`config.mk`:
```
export PLATFORM = sky130hd
export DESIGN_NAME = cts_tx_scheduler
export DESIGN_NICKNAME = d
export VERILOG_FILES = /design/src/logic/cts_pkg.sv /design/src/logic/cts_err_hyst.sv /design/src/logic/cts_sched_timer.sv /design/src/logic/cts_tx_scheduler.sv
export SDC_FILE = /design/constraint.sdc
export NUM_CORES = 1
export LEC_CHECK = 0
export ABC_CLOCK_PERIOD_IN_PS = 2100
export BUFFER_PORTS_ARGS = -buffer_cell sky130_fd_sc_hd__clkbuf_2
export CAP_MARGIN = 40
export CORE_AREA = 2 2 177 179
export CTS_CLUSTER_DIAMETER = 120
export DETAILED_ROUTE_END_ITERATION = 10
export DIE_AREA = 0 0 179 181
export PLACE_DENSITY_LB_ADDON = 0.15
export SYNTH_ARGS = -nofsm -noshare
export SYNTH_HDL_FRONTEND = slang
export SYNTH_SLANG_ARGS = --single-unit
```
`constraint.sdc`:
```
create_clock -name clk_sys -period 2.1 [get_ports clk_sys]
set_input_delay 0.21 -clock clk_sys [delete_from_list [all_inputs] [get_ports clk_sys]]
set_output_delay 0.21 -clock clk_sys [all_outputs]
set_load 0.02 [all_outputs]
```
`src/logic/cts_pkg.sv`:
```
// constants and types shared by the transmit message scheduler
// assumes one device clock, where one clock period stands for one oscillator period
package cts_pkg;

    // ----------------------------------------------------------------
    // identifier byte layout
    // ----------------------------------------------------------------
    localparam int SIDL_SID_MSB = 7;
    localparam int SIDL_SID_LSB = 5;
    localparam int SIDL_EXT_FLAG = 3;
    localparam int SIDL_EID_MSB = 1;

    // ----------------------------------------------------------------
    // scheduled report timing, in oscillator periods
    // ----------------------------------------------------------------
    localparam int unsigned SCHED_MIN_TOSC = 4096;
    localparam int unsigned TOSC_PER_CLK = 1;
    localparam int unsigned BASE_RATE0_CYC = SCHED_MIN_TOSC / TOSC_PER_CLK;
    localparam int unsigned BASE_RATE1_CYC = BASE_RATE0_CYC * 16;
    localparam int unsigned BASE_RATE2_CYC = BASE_RATE1_CYC * 16;
    localparam int unsigned BASE_RATE3_CYC = BASE_RATE2_CYC * 16;
    localparam int TIMER_W = 28;

    // ----------------------------------------------------------------
    // error counter trigger and re-arm levels
    // ----------------------------------------------------------------
    localparam logic [7:0] ERR_WARN_FIRE = 8'h60;
    localparam logic [7:0] ERR_WARN_REARM = 8'h4F;
    localparam logic [7:0] ERR_PASS_FIRE = 8'h80;
    localparam logic [7:0] ERR_PASS_REARM = 8'h6F;

    // ----------------------------------------------------------------
    // data length codes of the predefined messages
    // ----------------------------------------------------------------
    localparam logic [3:0] DLC_NONE = 4'h0;
    localparam logic [3:0] DLC_EDGE = 4'h2;
    localparam logic [3:0] DLC_ERROR = 4'h3;
    localparam logic [3:0] DLC_ANALOG = 4'h6;

    // ----------------------------------------------------------------
    // pin counts
    // ----------------------------------------------------------------
    localparam int NUM_PINS = 8;
    localparam int NUM_ANALOG = 4;

    // message kinds
    typedef enum logic [2:0] {
        KIND_ON_BUS,
        KIND_RESPONSE,
        KIND_EDGE,
        KIND_ANALOG,
        KIND_ACK,
        KIND_OVERFLOW,
        KIND_ERROR,
        KIND_SCHEDULED
    } cts_kind_t;

endpackage

```
`src/logic/cts_err_hyst.sv`:
```
// error counter trigger with hysteresis for warning and passive levels
// assumes counters come straight from the protocol engine each cycle
`timescale 1ns/1ns
`default_nettype none
module cts_err_hyst (
    // clock and reset
    input wire logic clk_sys,
    input wire logic nrst,
    // error counters
    input wire logic [7:0] txErrCount,
    input wire logic [7:0] rxErrCount,
    // one-cycle pulse when any trigger fires
    output logic fire
);

    // armed flags: index 0 warn tx, 1 warn rx, 2 passive tx, 3 passive rx
    logic [3:0] armed_q;
    logic [3:0] hit;
    logic [3:0] low;

    // trigger and re-arm comparisons
    always_comb
    begin
        hit[0] = txErrCount >= cts_pkg::ERR_WARN_FIRE;
        hit[1] = rxErrCount >= cts_pkg::ERR_WARN_FIRE;
        hit[2] = txErrCount >= cts_pkg::ERR_PASS_FIRE;
        hit[3] = rxErrCount >= cts_pkg::ERR_PASS_FIRE;
        low[0] = txErrCount <= cts_pkg::ERR_WARN_REARM;
        low[1] = rxErrCount <= cts_pkg::ERR_WARN_REARM;
        low[2] = txErrCount <= cts_pkg::ERR_PASS_REARM;
        low[3] = rxErrCount <= cts_pkg::ERR_PASS_REARM;
    end

    // disarm on firing, re-arm once well below the level
    always_ff @(posedge clk_sys)
    begin
        if (!nrst)
            armed_q <= 4'hF;
        else
            armed_q <= (armed_q & ~hit) | low;
    end

    // event pulse on any armed trigger
    always_ff @(posedge clk_sys)
    begin
        if (!nrst)
            fire <= 1'b0;
        else
            fire <= |(armed_q & hit);
    end

endmodule
`default_nettype wire

```
`src/logic/cts_sched_timer.sv`:
```
// scheduled report interval timer: base rate times multiplier plus one
// assumes the enable is a level from the schedule control register
`timescale 1ns/1ns
`default_nettype none
module cts_sched_timer #(
    parameter int unsigned BASE0 = cts_pkg::BASE_RATE0_CYC,
    parameter int unsigned BASE1 = cts_pkg::BASE_RATE1_CYC,
    parameter int unsigned BASE2 = cts_pkg::BASE_RATE2_CYC,
    parameter int unsigned BASE3 = cts_pkg::BASE_RATE3_CYC
)(
    // clock and reset
    input wire logic clk_sys,
    input wire logic nrst,
    // configuration
    input wire logic enable,
    input wire logic [1:0] baseRate,
    input wire logic [3:0] multiplier,
    // one-cycle pulse at each interval end
    output logic tick
);

    logic [cts_pkg::TIMER_W-1:0] preCnt_q;
    logic [3:0] mulCnt_q;
    logic [cts_pkg::TIMER_W-1:0] baseLast;
    logic preWrap;

    // last count of the selected base period
    always_comb
    begin
        case (baseRate)
            2'd0: baseLast = cts_pkg::TIMER_W'(BASE0 - 1);
            2'd1: baseLast = cts_pkg::TIMER_W'(BASE1 - 1);
            2'd2: baseLast = cts_pkg::TIMER_W'(BASE2 - 1);
            default: baseLast = cts_pkg::TIMER_W'(BASE3 - 1);
        endcase
    end

    assign preWrap = (preCnt_q >= baseLast);

    // base period prescaler, held clear while disabled
    always_ff @(posedge clk_sys)
    begin
        if (!nrst || !enable)
            preCnt_q <= '0;
        else if (preWrap)
            preCnt_q <= '0;
        else
            preCnt_q <= preCnt_q + 1'b1;
    end

    // multiplier count of base periods
    always_ff @(posedge clk_sys)
    begin
        if (!nrst || !enable)
            mulCnt_q <= '0;
        else if (preWrap)
            mulCnt_q <= (mulCnt_q >= multiplier) ? 4'h0 : mulCnt_q + 4'h1;
    end

    // pulse only while enabled
    always_ff @(posedge clk_sys)
    begin
        if (!nrst)
            tick <= 1'b0;
        else
            tick <= enable && preWrap && (mulCnt_q >= multiplier);
    end

endmodule
`default_nettype wire

```
`src/logic/cts_tx_scheduler.sv`:
```
// transmit message scheduler: picks the next predefined message and its identifier
// assumes a protocol engine that takes a held request and answers done or fail
`timescale 1ns/1ns
`default_nettype none
module cts_tx_scheduler #(
    parameter int unsigned BASE0 = cts_pkg::BASE_RATE0_CYC,
    parameter int unsigned BASE1 = cts_pkg::BASE_RATE1_CYC,
    parameter int unsigned BASE2 = cts_pkg::BASE_RATE2_CYC,
    parameter int unsigned BASE3 = cts_pkg::BASE_RATE3_CYC
)(
    // clock and reset
    input wire logic clk_sys,
    input wire logic nrst,
    // device state
    input wire logic onBusReady,
    // identifier bytes, index 0 scheduled, 1 handshake/error, 2 auto report
    input wire logic [7:0] txIdentStdHigh [3],
    input wire logic [7:0] txIdentStdLow [3],
    input wire logic [7:0] txIdentExtMid [3],
    input wire logic [7:0] txIdentExtLow [3],
    // schedule control register fields
    input wire logic [1:0] scheduleBaseRate,
    input wire logic [3:0] scheduleMultiplier,
    input wire logic scheduleContentSelect,
    input wire logic scheduleEnableBit,
    // option register two fields
    input wire logic ackVsOverflowSelect,
    input wire logic transmitOnErrorEnable,
    // error state
    input wire logic [7:0] txErrCount,
    input wire logic [7:0] rxErrCount,
    input wire logic [7:0] errorFlagReg,
    // pin registers
    input wire logic [7:0] pinInputs,
    input wire logic [7:0] pinDirectionReg,
    input wire logic [7:0] pinReportEnableReg,
    input wire logic [7:0] pinEdgePolarityReg,
    input wire logic [3:0] pinAnalogDigitalSelect,
    // analog results and thresholds
    input wire logic [9:0] analogResult [4],
    input wire logic [9:0] thresholdCompare [4],
    input wire logic [3:0] thresholdPolarity,
    // receive side events
    input wire logic inputCommandDone,
    input wire logic rxOverflow,
    input wire logic informationRequest,
    input wire logic [28:0] responseIdent,
    input wire logic responseExtended,
    input wire logic [3:0] responseDlc,
    input wire logic [63:0] responseData,
    // transmit request to protocol engine
    output logic txReq,
    output logic [28:0] txIdent,
    output logic txExtended,
    output logic [3:0] txDlc,
    output logic [63:0] txData,
    output logic [2:0] txKind,
    input wire logic txDone,
    input wire logic txFail
);

    // ----------------------------------------------------------------
    // helpers
    // ----------------------------------------------------------------

    // builds the frame identifier from its four bytes
    function automatic logic [28:0] buildIdent(input logic [7:0] hi, input logic [7:0] lo,
                                               input logic [7:0] mid, input logic [7:0] lw);
        logic [10:0] sid;
        sid = {hi, lo[cts_pkg::SIDL_SID_MSB:cts_pkg::SIDL_SID_LSB]};
        if (lo[cts_pkg::SIDL_EXT_FLAG])
            buildIdent = {sid, lo[cts_pkg::SIDL_EID_MSB:0], mid, lw};
        else
            buildIdent = {18'h0_0000, sid};
    endfunction

    // analog register payload: pins, high bytes, packed low bits
    function automatic logic [63:0] analogPayload(input logic [7:0] pins, input logic [9:0] a0,
                                                  input logic [9:0] a1, input logic [9:0] a2,
                                                  input logic [9:0] a3);
        analogPayload = {pins, a0[9:2], a1[9:2], a2[9:2], a3[9:2],
                         a3[1:0], a2[1:0], a1[1:0], a0[1:0], 16'h0000};
    endfunction

    // ----------------------------------------------------------------
    // event sources
    // ----------------------------------------------------------------

    logic schedTick;
    logic errFire;
    logic [7:0] pinPrev_q;
    logic [3:0] abovePrev_q;
    logic [3:0] above;
    logic [7:0] pinDigital;
    logic [7:0] pinEdgeHit;
    logic [3:0] analogHit;
    logic primed_q;

    cts_sched_timer #(
        .BASE0(BASE0),
        .BASE1(BASE1),
        .BASE2(BASE2),
        .BASE3(BASE3)
    ) uTimer (
        .clk_sys(clk_sys),
        .nrst(nrst),
        .enable(scheduleEnableBit && onBusReady),
        .baseRate(scheduleBaseRate),
        .multiplier(scheduleMultiplier),
        .tick(schedTick)
    );

    cts_err_hyst uHyst (
        .clk_sys(clk_sys),
        .nrst(nrst),
        .txErrCount(txErrCount),
        .rxErrCount(rxErrCount),
        .fire(errFire)
    );

    // digital pins: analog-capable pins count only when set digital
    assign pinDigital = pinDirectionReg & {4'hF, pinAnalogDigitalSelect};

    // selected edge per pin, polarity 0 means falling
    assign pinEdgeHit = primed_q ? (pinDigital & pinReportEnableReg &
                        ((pinEdgePolarityReg & pinInputs & ~pinPrev_q) |
                         (~pinEdgePolarityReg & ~pinInputs & pinPrev_q))) : 8'h00;

    // threshold crossing per analog channel, polarity 1 means going above
    always_comb
    begin
        for (int i = 0; i < cts_pkg::NUM_ANALOG; i++)
        begin
            above[i] = analogResult[i] > thresholdCompare[i];
            analogHit[i] = primed_q && pinDirectionReg[i] && !pinAnalogDigitalSelect[i] &&
                           pinReportEnableReg[i] &&
                           (thresholdPolarity[i] ? (above[i] && !abovePrev_q[i])
                                                 : (!above[i] && abovePrev_q[i]));
        end
    end

    // previous samples for edge and crossing detection
    always_ff @(posedge clk_sys)
    begin
        if (!nrst)
        begin
            pinPrev_q <= 8'h00;
            abovePrev_q <= 4'h0;
            primed_q <= 1'b0;
        end
        else
        begin
            pinPrev_q <= pinInputs;
            abovePrev_q <= above;
            primed_q <= 1'b1;
        end
    end

    // ----------------------------------------------------------------
    // pending flags
    // ----------------------------------------------------------------

    logic [7:0] pend_q;
    logic [7:0] pendSet;
    logic [7:0] pendClr;
    logic [28:0] rspIdent_q;
    logic rspExt_q;
    logic [3:0] rspDlc_q;

    // event to pending bit, indexed by message kind
    always_comb
    begin
        pendSet = 8'h00;
        pendSet[cts_pkg::KIND_RESPONSE] = informationRequest;
        pendSet[cts_pkg::KIND_EDGE] = |pinEdgeHit;
        pendSet[cts_pkg::KIND_ANALOG] = |analogHit;
        pendSet[cts_pkg::KIND_ACK] = inputCommandDone && ackVsOverflowSelect;
        pendSet[cts_pkg::KIND_OVERFLOW] = rxOverflow && !ackVsOverflowSelect;
        pendSet[cts_pkg::KIND_ERROR] = errFire && transmitOnErrorEnable;
        pendSet[cts_pkg::KIND_SCHEDULED] = schedTick;
    end

    // set wins over clear; announcement pending from reset
    always_ff @(posedge clk_sys)
    begin
        if (!nrst)
            pend_q <= 8'h01 << cts_pkg::KIND_ON_BUS;
        else
            pend_q <= (pend_q & ~pendClr) | pendSet;
    end

    // response frame parameters, latched with the request
    always_ff @(posedge clk_sys)
    begin
        if (!nrst)
        begin
            rspIdent_q <= '0;
            rspExt_q <= 1'b0;
            rspDlc_q <= 4'h0;
        end
        else if (informationRequest && !pend_q[cts_pkg::KIND_RESPONSE])
        begin
            rspIdent_q <= responseIdent;
            rspExt_q <= responseExtended;
            rspDlc_q <= responseDlc;
        end
    end

    // ----------------------------------------------------------------
    // selection and request
    // ----------------------------------------------------------------

    typedef enum logic {ST_IDLE, ST_SEND} cts_state_t;
    cts_state_t state_q;
    cts_pkg::cts_kind_t pick;
    logic pickValid;
    logic [1:0] identSel;

    // fixed priority; announcement blocks all others
    always_comb
    begin
        pickValid = onBusReady;
        pick = cts_pkg::KIND_SCHEDULED;
        if (pend_q[cts_pkg::KIND_ON_BUS])
            pick = cts_pkg::KIND_ON_BUS;
        else if (pend_q[cts_pkg::KIND_RESPONSE])
            pick = cts_pkg::KIND_RESPONSE;
        else if (pend_q[cts_pkg::KIND_EDGE])
            pick = cts_pkg::KIND_EDGE;
        else if (pend_q[cts_pkg::KIND_ANALOG])
            pick = cts_pkg::KIND_ANALOG;
        else if (pend_q[cts_pkg::KIND_ACK])
            pick = cts_pkg::KIND_ACK;
        else if (pend_q[cts_pkg::KIND_OVERFLOW])
            pick = cts_pkg::KIND_OVERFLOW;
        else if (pend_q[cts_pkg::KIND_ERROR])
            pick = cts_pkg::KIND_ERROR;
        else if (!pend_q[cts_pkg::KIND_SCHEDULED])
            pickValid = 1'b0;
    end

    // identifier slot per kind
    always_comb
    begin
        case (pick)
            cts_pkg::KIND_EDGE,
            cts_pkg::KIND_ANALOG: identSel = 2'd2;
            cts_pkg::KIND_ACK,
            cts_pkg::KIND_OVERFLOW,
            cts_pkg::KIND_ERROR: identSel = 2'd1;
            default: identSel = 2'd0;
        endcase
    end

    // clear the pending bit of the kind that went out
    assign pendClr = (state_q == ST_SEND && txDone) ? (8'h01 << txKind) : 8'h00;

    // request state: held until done, failure goes back to arbitration
    always_ff @(posedge clk_sys)
    begin
        if (!nrst)
            state_q <= ST_IDLE;
        else
        begin
            case (state_q)
                ST_IDLE:
                    if (pickValid)
                        state_q <= ST_SEND;
                ST_SEND:
                    if (txDone || txFail)
                        state_q <= ST_IDLE;
                default: state_q <= ST_IDLE;
            endcase
        end
    end

    assign txReq = (state_q == ST_SEND);

    // frame fields captured at launch, from live registers except the latched response identifier, format and length
    always_ff @(posedge clk_sys)
    begin
        if (!nrst)
        begin
            txIdent <= '0;
            txExtended <= 1'b0;
            txDlc <= 4'h0;
            txData <= '0;
            txKind <= 3'd0;
        end
        else if (state_q == ST_IDLE && pickValid)
        begin
            txKind <= pick;
            txIdent <= buildIdent(txIdentStdHigh[identSel], txIdentStdLow[identSel],
                                  txIdentExtMid[identSel], txIdentExtLow[identSel]);
            txExtended <= txIdentStdLow[identSel][cts_pkg::SIDL_EXT_FLAG];
            txData <= '0;
            txDlc <= cts_pkg::DLC_NONE;
            case (pick)
                cts_pkg::KIND_RESPONSE:
                begin
                    txIdent <= rspIdent_q;
                    txExtended <= rspExt_q;
                    txDlc <= rspDlc_q;
                    txData <= responseData;
                end
                cts_pkg::KIND_EDGE:
                begin
                    txDlc <= cts_pkg::DLC_EDGE;
                    txData <= {pinDirectionReg, pinInputs, 48'h0000_0000_0000};
                end
                cts_pkg::KIND_ANALOG:
                begin
                    txDlc <= cts_pkg::DLC_ANALOG;
                    txData <= analogPayload(pinInputs, analogResult[0], analogResult[1],
                                            analogResult[2], analogResult[3]);
                end
                cts_pkg::KIND_ERROR:
                begin
                    txDlc <= cts_pkg::DLC_ERROR;
                    txData <= {txErrCount, rxErrCount, errorFlagReg, 40'h00_0000_0000};
                end
                cts_pkg::KIND_SCHEDULED:
                    if (scheduleContentSelect)
                    begin
                        txDlc <= cts_pkg::DLC_ANALOG;
                        txData <= analogPayload(pinInputs, analogResult[0], analogResult[1],
                                                analogResult[2], analogResult[3]);
                    end
                default: txDlc <= cts_pkg::DLC_NONE;
            endcase
        end
    end

endmodule
`default_nettype wire

```
-- Yosys cells after proc, flatten, opt, wreduce, memory -nomap -nowiden
Cells that the tools add are included.
- register bits after elaboration: 195
- add/subtract/negate cells: 2
- order comparisons: 15
- equal/unequal tests: 9
- shift operators: 1
- mux-type cells: 47
- bitwise gates (word level): 20
- reduce and logical (&&, ||, !) cells: 58
- operators with widths (cell ; count):
    case mux 64 bit (5 select lines) ; 1
    2-to-1 mux 8 bit ; 10
    case mux 24 bit (3 select lines) ; 1
    AND 8 bit ; 8
    binary-select mux 8 bit (select 2 bit) ; 4
    2-to-1 mux 64 bit ; 1
    2-to-1 mux 29 bit ; 2
    greater-than comparator 10 bit ; 4
    logical AND 1 bit ; 33
    less-or-equal comparator 8 x 7 -> 1 bit, second input constant ; 4
    NOT 8 bit ; 4
    adder 28 x 1 -> 28 bit, second input constant ; 1
    >= comparator 28 x 24 -> 1 bit ; 1
    case mux 4 bit (5 select lines) ; 1
    2-to-1 mux 1 bit ; 17
    >= comparator 8 x 7 -> 1 bit, second input constant ; 2
    >= comparator 8 bit, second input constant ; 2
    zero test 1 bit ; 16
    bitwise OR 8 bit ; 2
    2-to-1 mux 3 bit ; 5
    equality test 3 bit, second input constant ; 4
    AND 4 bit ; 2
    OR reduction 4 bit ; 2
    OR reduction 8 bit ; 1
    other kinds (20) ; 24

-- Logic depth before layout (Yosys ltp)
Gate-level depths: netlist (run 1).
- depth in word-level cells: 16
- gate-level depth with buffers: 10

-- Hierarchy
A second synthesis (run 1) with hierarchy kept.
- cell total of the unflattened synthesis: 1315
- area total of the unflattened synthesis: 10485.1 µm²
- by module, submodules not included (module ; times used ; cells an instance ; area each (µm²)):
    cts_tx_scheduler ; 1 ; 1096 ; 8548.2
    cts_sched_timer ; 1 ; 198 ; 1729.2
    cts_err_hyst ; 1 ; 21 ; 207.7

-- Worst setup path after synthesis (run 1)
OpenSTA, ideal clock, no wires.
- kind: input to register
- start: in scheduleBaseRate[1]
- end: reg uTimer.preCnt_q[17] in the netlist's numbering
- library setup time: 0.064 ns
- arrival: 2.056 ns
- setup slack: -0.021 ns
- cell stages on the path: 10
- buffers on the path: 2
- cells stage by stage: nor2_1 ha_1 a21o_1 a21o_1 a221oi_1 o221ai_2 or2_1 buf_2 buf_6 nor2_1
- word-level cells in the longest chain between the ends: 4
- elaborated cells between the ends (all ways): 6
- RTL lines (element ; line ; source):
    from (decl) ; cts_tx_scheduler.sv:22 ; input wire logic [1:0] scheduleBaseRate,
    equality test 2 bit, or another cell as far along ; cts_sched_timer.sv:30 ; case (baseRate)
    case mux 24 bit (3 select lines) * ; cts_sched_timer.sv:30 ;
    >= comparator 28 x 24 -> 1 bit * ; cts_sched_timer.sv:38 ; assign preWrap = (preCnt_q >= baseLast);
    OR reduction 2 bit (no source line) * ; n/a ;
    to (signal assigned) ; cts_sched_timer.sv:48 ; preCnt_q <= preCnt_q + 1'b1;
    to (decl) ; cts_sched_timer.sv:22 ; logic [cts_pkg::TIMER_W-1:0] preCnt_q;
Mark *: on every way between the ends. The rest lies on a longest branch, timed or not.
A chain may end at the register's enable or synchronous reset.

-- Worst setup path in the final report (run 1)
- start: reg pend_q[2]
- end: reg txIdent[0]
- word-level cells in the longest chain between the ends: 12
- elaborated cells between the ends (all ways): 25
- RTL lines (element ; line ; source):
    from (decl) ; cts_tx_scheduler.sv:163 ; logic [7:0] pend_q;
    from (signal assigned) ; cts_tx_scheduler.sv:187 ; pend_q <= 8'h01 << cts_pkg::KIND_ON_BUS;
    from (signal assigned) ; cts_tx_scheduler.sv:189 ; pend_q <= (pend_q & ~pendClr) | pendSet;
    2-to-1 mux 3 bit ; cts_tx_scheduler.sv:228 ; else if (pend_q[cts_pkg::KIND_EDGE])
    2-to-1 mux 3 bit ; cts_tx_scheduler.sv:226 ; else if (pend_q[cts_pkg::KIND_RESPONSE])
    2-to-1 mux 3 bit ; cts_tx_scheduler.sv:224 ; if (pend_q[cts_pkg::KIND_ON_BUS])
    equality test 3 bit or equality test 3 x 2 -> 1 bit (tied branches) ; cts_tx_scheduler.sv:245 ; case (pick)
    OR reduction 3 bit or OR reduction 2 bit (tied branches) ; cts_tx_scheduler.sv:245 ;
    case mux 2 bit (2 select lines) ; cts_tx_scheduler.sv:245 ;
    NOT 2 -> 3 bit (not written as such) ; cts_tx_scheduler.sv:293, cts_tx_scheduler.sv:294 ;
    binary-select mux 8 bit (select 2 bit), on equally long branches ; cts_tx_scheduler.sv:293, cts_tx_scheduler.sv:294 ;
    2-to-1 mux 8 bit, on equally long branches (2 in series) ; n/a ;
    2-to-1 mux 29 bit ; cts_tx_scheduler.sv:71 ; if (lo[cts_pkg::SIDL_EXT_FLAG])
    2-to-1 mux 29 bit ; cts_tx_scheduler.sv:298 ; case (pick)
    to (signal assigned) ; cts_tx_scheduler.sv:293 ; txIdent <= buildIdent(txIdentStdHigh[identSel], txIdentStdLow[identSel],
    to (signal assigned) ; cts_tx_scheduler.sv:301 ; txIdent <= rspIdent_q;
    to (decl) ; cts_tx_scheduler.sv:53 ; output logic [28:0] txIdent,
Several ways; a longest one is shown, not always the timed one. The select of a mux whose other input is x is not followed.

==> flow_summary.toml, run 1 <==
[outcome]
status = "completed"

[worst_setup_path]
timing.setup.critical_path_class = "reg -> reg"
regToRegSetupSlack_ns = 0.006
reg2regPathDepth = 9
critPathRequiredTime_ns = 2.42
r2r_end = "txIdent[0]$_SDFFE_PN0P_"
crit_path_max_incr_delay_ns = 0.34
worst_setup_path_start_kind = "flop"
crit_path_cell_trace = "nor4_4 -> buf_4 -> and3_4 -> o31a_1 -> buf_12 -> a211oi_2 -> a211oi_2 -> buf_4 -> o21ai_1"
critical_path.reg2reg.startpoint = "pend_q[2]$_SDFF_PN0_"
wp_data_arrival_ns = 2.42
critPathCaptureType = "flop"
critPathSlowestCell = "dfxtp_2"
critical_path_peak_fanout = 22

[timing]
relSlewSlack_pct = 65.2
fmax_mhz = 478
timing.setup.tns_ns = 0
final_hold_viol_count = 0
final.min_clock_period_ns = 2.09
finalSetupViolCount = 0
final.period_utilization_pct = 99.7
fin_worst_skew_ns = 0.0113
rsz0062_at_grt = "yes"
finalMaxSlewViolations = 0
worst_pin_slew_ns = 0.509

[power_and_ir_drop]
switching_power_mw = 2.58
report.power.total_mw = 9.30
peakVddDrop_mv = 0.473
combinational_fraction_of_design_power_pct = 19.8
power_frac_clock_pct = 38.3
switching_share_pct = 27.7
leakage_nw = 6.99
cellInternalPower_mw = 6.72
power_density_nw_per_um2 = 590
sequentialPowerShare_pct = 41.9

[placement]
buffer_ports.inserted = 451
dpl.hpwl_mm = 30.3
place_congestion = 0.883
place_inst = 2182
instance_area_at_placement_um2 = 14100

[drt]
post_drt_via_cell_ratio = 5.13
route.vias.total = 11600
route.antenna.remaining_nets = 0
tritonroute_pass_1_iters = 5
detailed_route_wire_length_per_cell_um = 18.1
drcViolationCount = 0
detailed_route_iter0_violations = 595
drt_wl_total_mm = 41.0

[floorplanning]
core_um2 = 30300
floorplan.die.height_um = 181
ioPinCount = 458
placementRows = 64
floorplan.die_area_um2 = 32400
initial_core_util_pct = 35.3
die_x_um = 179

[finish]
multi_input_area_um2 = 6550
seq_area_um2 = 3920
commonest_non_fill_non_tap_cells_in_the_layout = "clkbuf_2 (450), dfxtp_1 (188), nand2_1 (186), buf_4 (82), o21ai_1 (70)"
syn2layout_area_growth_pct = 47.4
layout-drive-gt1-share_pct = 36.8
layout_commonest_cell = "clkbuf_2"
layoutNonFillerInstCount = 2267
finalCoreUtilization_pct = 52.0
final_design_area_no_fill_um2 = 15800
layout_nets = 2270
final.fill_count = 2933

[worst_hold_path]
min_delay_worst_endpoint = "pend_q[6]$_SDFF_PN0_"
holdPathStages = 3
hold_start = "transmitOnErrorEnable"
holdCritPathClass = "in -> reg"

[global_route]
antenna_found_initial = 2
grt_pass1_wl_mm = 60.0
grt_remaining_overflow = 0
grt_pass1_vias = 11200
pin_count_of_the_biggest_net_entering_global_routing = 125
overall_fraction_of_global_route_tracks_in_use_pct = 23.8

[synthesis]
mappedNetlistArea_um2 = 10700
seq_area_frac_synth_pct = 36.5
share_of_the_synthesized_area_in_compound_gates_ao_oa_aoi_oai_pct = 25.8
largest_family_of_logic_cells_by_synthesized_area = "compound AO/OA/AOI/OAI gates"
post_synth_and_or_nand_nor_area_fraction_pct = 20.4
synth_fa_ha_area_share_pct = 6.78
post_synth_xor_area_fraction_pct = 1.88
ys_types = 70
ys_async_sr_fraction_pct = 0
synth.ff_latch_count = 195
ys_warn_count = 0
yosys_most_used_dff = "dfxtp_1"
synth_area_per_cell_um2 = 8.17
synthMuxAreaShare_pct = 2.82
synth_enable_flop_cells = 0
synthCells = 1310

[cts]
clk_pin_slew_ns = 0.07
clock_latency_ns = 0.44
clk_path_buf_depth = 2
cts_root_buf = "clkbuf_16"
tritoncts_clock_tree = "yes"
clkSinkCount = 195
h-tree-depth = 4
tritoncts.num_buffers = 17

[flow_run]
cap_viol_max_count = 0
logic make-up after synthesis:
logic type,count (synthesis)
adder cells (fa/ha/maj),58
XOR/XNOR,23
multiplexers,30
AND/OR/NAND/NOR,454
flip-flops,195
other,1
buffers and inverters,140
AO/OA/AOI/OAI,409
sequential cells by signal, indices dropped and copies added, names as in the netlist, 8 cells and up:
signal / count
txData: 64
rspIdent_q: 29
txIdent: 29
uTimer.preCnt_q: 28
pend_q: 8
pinPrev_q: 8
worst max-delay path, delay by kind of cell, from the launching register on:
family	cells	cell delay (ns)
DFF	1	0.34
buffers and inverters	3	0.54
AOI/OAI and AO/OA	4	0.58
and+or+nand+nor	2	0.52
cells in the mapped netlist (6+ instances only):
cell / instances / area share (%)
a22o_1: 16 / 1.3
o22ai_1: 6 / 0.35
and2_1: 63 / 3.7
o211ai_1: 12 / 0.84
a221oi_1: 17 / 1.4
inv_1: 55 / 1.9
buf_4: 10 / 0.70
xnor2_1: 6 / 0.49
nand2_1: 187 / 6.6
o21ai_1: 72 / 3.4
xor2_1: 17 / 1.4
nand4_1: 18 / 1.1
a211oi_1: 45 / 3.2
nor2b_1: 9 / 0.53
clkbuf_1: 49 / 1.7
buf_2: 18 / 0.84
a21boi_1: 22 / 1.5
mux2i_1: 29 / 2.7
nor2_1: 75 / 2.6
nand3_1: 44 / 2.1
dfxtp_1: 195 / 36
nor3b_1: 6 / 0.42
a222oi_1: 8 / 0.75
a22oi_1: 24 / 1.7
o21ai_0: 34 / 1.6
nor3_1: 7 / 0.33
nand2b_1: 12 / 0.70
o21a_1: 6 / 0.42
a21boi_0: 40 / 2.8
ha_1: 58 / 6.8
a21oi_1: 66 / 3.1
a21o_1: 14 / 0.98
through the flow:
| step | worst slack (ns) | hold slack (ns) |
|---|---|---|
| 2_1_floorplan | 0.0298 | 0.238 |
| 3_3_place_gp | -0.242 | 0.438 |
| 3_5_place_dp | -0.308 | 0.442 |
| 4_1_cts | -0.0347 | 0.000494 |
| 5_1_grt | -0.0780 | 0.0169 |
| 6_report | 0.00642 | 0.0158 |
power groups by stage:
stage	sequential, mW	combinational (mW)	clock, mW
global placement	3.99	1.62	0
floorplan	4.05	0.707	0
global route	3.92	2.00	3.80
CTS	3.90	1.73	3.66
finish	3.90	1.84	3.56
detailed placement	3.99	1.64	0
layer usage:
metal,GRT usage (%),up-vias,share of wire (%)
met4,7.84,0,2.6
met2,42.4,406,50
met5,0,-,0
met1,28.3,5397,41
li1,-,5764,-
met3,4.88,54,6.2
final cells by class:
| type | count | share of cell area [%] |
|---|---|---|
| Clock inverter | 13 | 1.24 |
| Tap cell | 396 | 3.14 |
| Sequential cell | 195 | 24.8 |
| Timing Repair Buffer | 610 | 25.2 |
| Inverter | 55 | 1.31 |
| Multi-Input combinational cell | 977 | 41.5 |
| Antenna cell | 2 | 0.0317 |
| Clock buffer | 19 | 2.74 |
worst max-delay path by stage:
stage / to / from / cells after the start
6_report: txIdent[0]$_SDFFE_PN0P_ / pend_q[2]$_SDFF_PN0_ / 9
4_1_cts: txIdent[0]$_SDFFE_PN0P_ / pend_q[5]$_SDFF_PN0_ / 8
3_5_place_dp: pend_q[3]$_SDFF_PN0_ / thresholdCompare[29] / 9
5_1_grt: txData[40]$_SDFFE_PN0P_ / pend_q[2]$_SDFF_PN0_ / 11
3_3_place_gp: pend_q[3]$_SDFF_PN0_ / thresholdCompare[29] / 9
2_1_floorplan: pend_q[3]$_SDFF_PN0_ / thresholdCompare[23] / 8
repair_timing:
action,4_1_cts,5_1_grt
pin swaps,2,21
hold endpoints to repair,39,0
hold buffers,39,0
setup endpoints to repair,72,104
gates cloned,1,6
setup buffers,1,4
resized for setup,22,68
(Power assumes the default switching activity.)
==> inputs of run 2 (changes only) <==
- RECOVER_POWER: not set -> 50
==> flow_summary.toml, run 2 (synthesis results as in run 1) <==
[power_and_ir_drop]
switching_power_mw = 2.58
power_frac_clock_pct = 38.4
cellInternalPower_mw = 6.71
combinational_fraction_of_design_power_pct = 19.6
switching_share_pct = 27.8
report.power.total_mw = 9.29
leakage_nw = 6.66
sequentialPowerShare_pct = 42.0
peakVddDrop_mv = 0.474
power_density_nw_per_um2 = 594

[timing]
finalSetupViolCount = 0
final.min_clock_period_ns = 2.09
finalMaxSlewViolations = 0
final_hold_viol_count = 0
fmax_mhz = 478
rsz0062_at_grt = "yes"
fin_worst_skew_ns = 0.0116
final.period_utilization_pct = 99.5
relSlewSlack_pct = 65.2
worst_pin_slew_ns = 0.509

[placement]
place_inst = 2182
buffer_ports.inserted = 451
place_congestion = 0.883
dpl.hpwl_mm = 30.3

[drt]
route.antenna.remaining_nets = 0
tritonroute_pass_1_iters = 5
route.vias.total = 11700
detailed_route_iter0_violations = 597
post_drt_via_cell_ratio = 5.14
drcViolationCount = 0
detailed_route_wire_length_per_cell_um = 18.1
drt_wl_total_mm = 41.0

[global_route]
met2_capacity_usage_during_global_routing_pct = 42.4
grt_pass1_vias = 11200
pin_count_of_the_biggest_net_entering_global_routing = 125
met1_usage_pct = 28.3
overall_fraction_of_global_route_tracks_in_use_pct = 23.8
grt_pass1_wl_mm = 60.0
antenna_found_initial = 2
use_met3_pct = 4.88
grt_remaining_overflow = 0
grt-busiest-layer = "met2"

[cts]
clk_pin_slew_ns = 0.07
clock_latency_ns = 0.44
h-tree-depth = 4
tritoncts.num_buffers = 17
tritoncts_clock_tree = "yes"
cts_root_buf = "clkbuf_16"
clk_path_buf_depth = 2
clkSinkCount = 195

[worst_setup_path]
regToRegSetupSlack_ns = 0.009
wp_data_arrival_ns = 2.41
r2r_end = "txIdent[0]$_SDFFE_PN0P_"
reg2regPathDepth = 9
critical_path.reg2reg.startpoint = "pend_q[2]$_SDFF_PN0_"
critical_path_peak_fanout = 22
timing.setup.critical_path_class = "reg -> reg"
critPathCaptureType = "flop"
worst_setup_path_start_kind = "flop"
critPathRequiredTime_ns = 2.42

[floorplanning]
floorplan.die_area_um2 = 32400
placementRows = 64
initial_core_util_pct = 35.3
floorplan.die.height_um = 181
die_x_um = 179
ioPinCount = 458
core_um2 = 30300

[finish]
layout-drive-gt1-share_pct = 31.5
layout_commonest_cell = "clkbuf_2"
largest_register_ffs = 64
layoutNonFillerInstCount = 2267
layout_nets = 2270
reg_top3 = "txData (64), rspIdent_q (29), txIdent (29)"
commonest_non_fill_non_tap_cells_in_the_layout = "clkbuf_2 (352), dfxtp_1 (188), nand2_1 (186), clkbuf_1 (100), buf_4 (82)"
syn2layout_area_growth_pct = 46.3
regMostFlops = "txData"
final.fill_count = 2989

[worst_hold_path]
holdPathStages = 3
hold_start = "transmitOnErrorEnable"
holdCritPathClass = "in -> reg"
min_delay_worst_endpoint = "pend_q[6]$_SDFF_PN0_"

[outcome]
status = "completed"

[flow_run]
cap_viol_max_count = 0
==> run 2: cell types whose count changed in the layout (fill, tap and decap cells not counted) <==
cell / previous run / this run
clkbuf_2: 450 / 352
clkbuf_1: 2 / 100
==> run 2: repair_timing <==
action,in CTS,in global routing
hold endpoints to repair,39,0
setup endpoints to repair,72,104
hold buffers,39,0
cloned,1,6
pin swaps,2,21
buffers inserted,1,4
resized for setup,22,68
==> run 2: worst max path at each step <==
stage                                    start                       to  slack [ns]  depth (start not counted)
after global placement    thresholdCompare[29]     pend_q[3]$_SDFF_PN0_       -0.24                          9
after floorplan           thresholdCompare[23]     pend_q[3]$_SDFF_PN0_        0.03                          8
final                     pend_q[2]$_SDFF_PN0_  txIdent[0]$_SDFFE_PN0P_       0.009                          9
after global routing      pend_q[2]$_SDFF_PN0_  txData[40]$_SDFFE_PN0P_       -0.08                         11
after CTS                 pend_q[5]$_SDFF_PN0_  txIdent[0]$_SDFFE_PN0P_       -0.03                          8
after detailed placement  thresholdCompare[29]     pend_q[3]$_SDFF_PN0_       -0.31                          9
==> run 2: layout make-up <==
cell class,instances,area [um2],share of cell area (%)
multi-input cells,977,6550,41.9
flip-flops and latches,195,3920,25.0
repair buffers,610,3850,24.6
well taps,396,495,3.17
clock buffers,19,433,2.77
inverters,55,206,1.32
clock inverters,13,195,1.25
diodes,2,5.00,0.0320
==> run 2: power groups by stage <==
| stage | Sequential [mW] | Clock (mW) | Combinational [mW] |
|---|---|---|---|
| after floorplan | 4.05 | 0 | 0.707 |
| final | 3.90 | 3.57 | 1.83 |
| after detailed placement | 3.99 | 0 | 1.64 |
| after global placement | 3.99 | 0 | 1.62 |
| after CTS | 3.90 | 3.66 | 1.73 |
| after global routing | 3.92 | 3.80 | 1.99 |
==> run 2: layer usage <==
metal  vias up  routed length (um)
met1      5415               17000
met5         -                   0
met4         0                1150
li1       5767                   -
met2       416               20300
met3        58                2600
==> run 2: metrics by stage <==
| stage | setup TNS [ns] | cell area (um2) | utilization [%] | setup slack (ns) | hold WS [ns] |
|---|---|---|---|---|---|
| 3_3_place_gp | -2.45 | 14100 | 46.6 | -0.242 | 0.438 |
| 6_report | 0 | 15700 | 51.6 | 0.00950 | 0.0167 |
| 2_1_floorplan | 0 | 10700 | - | 0.0298 | 0.238 |
| 5_1_grt | -1.04 | 15700 | 51.6 | -0.0780 | 0.0169 |
| 4_1_cts | -0.0857 | 15300 | 50.4 | -0.0347 | 0.000494 |
| 3_5_place_dp | -3.02 | 14100 | 46.6 | -0.308 | 0.442 |
==> run 2: critical path, stage by stage, from the launching register on <==
cell	delay [ns]
dfxtp_2	0.34
nor4_4	0.32
buf_4	0.17
and3_4	0.20
o31a_1	0.18
buf_12	0.20
a211oi_2	0.05
a211oi_2	0.28
buf_4	0.17
o21ai_1	0.06
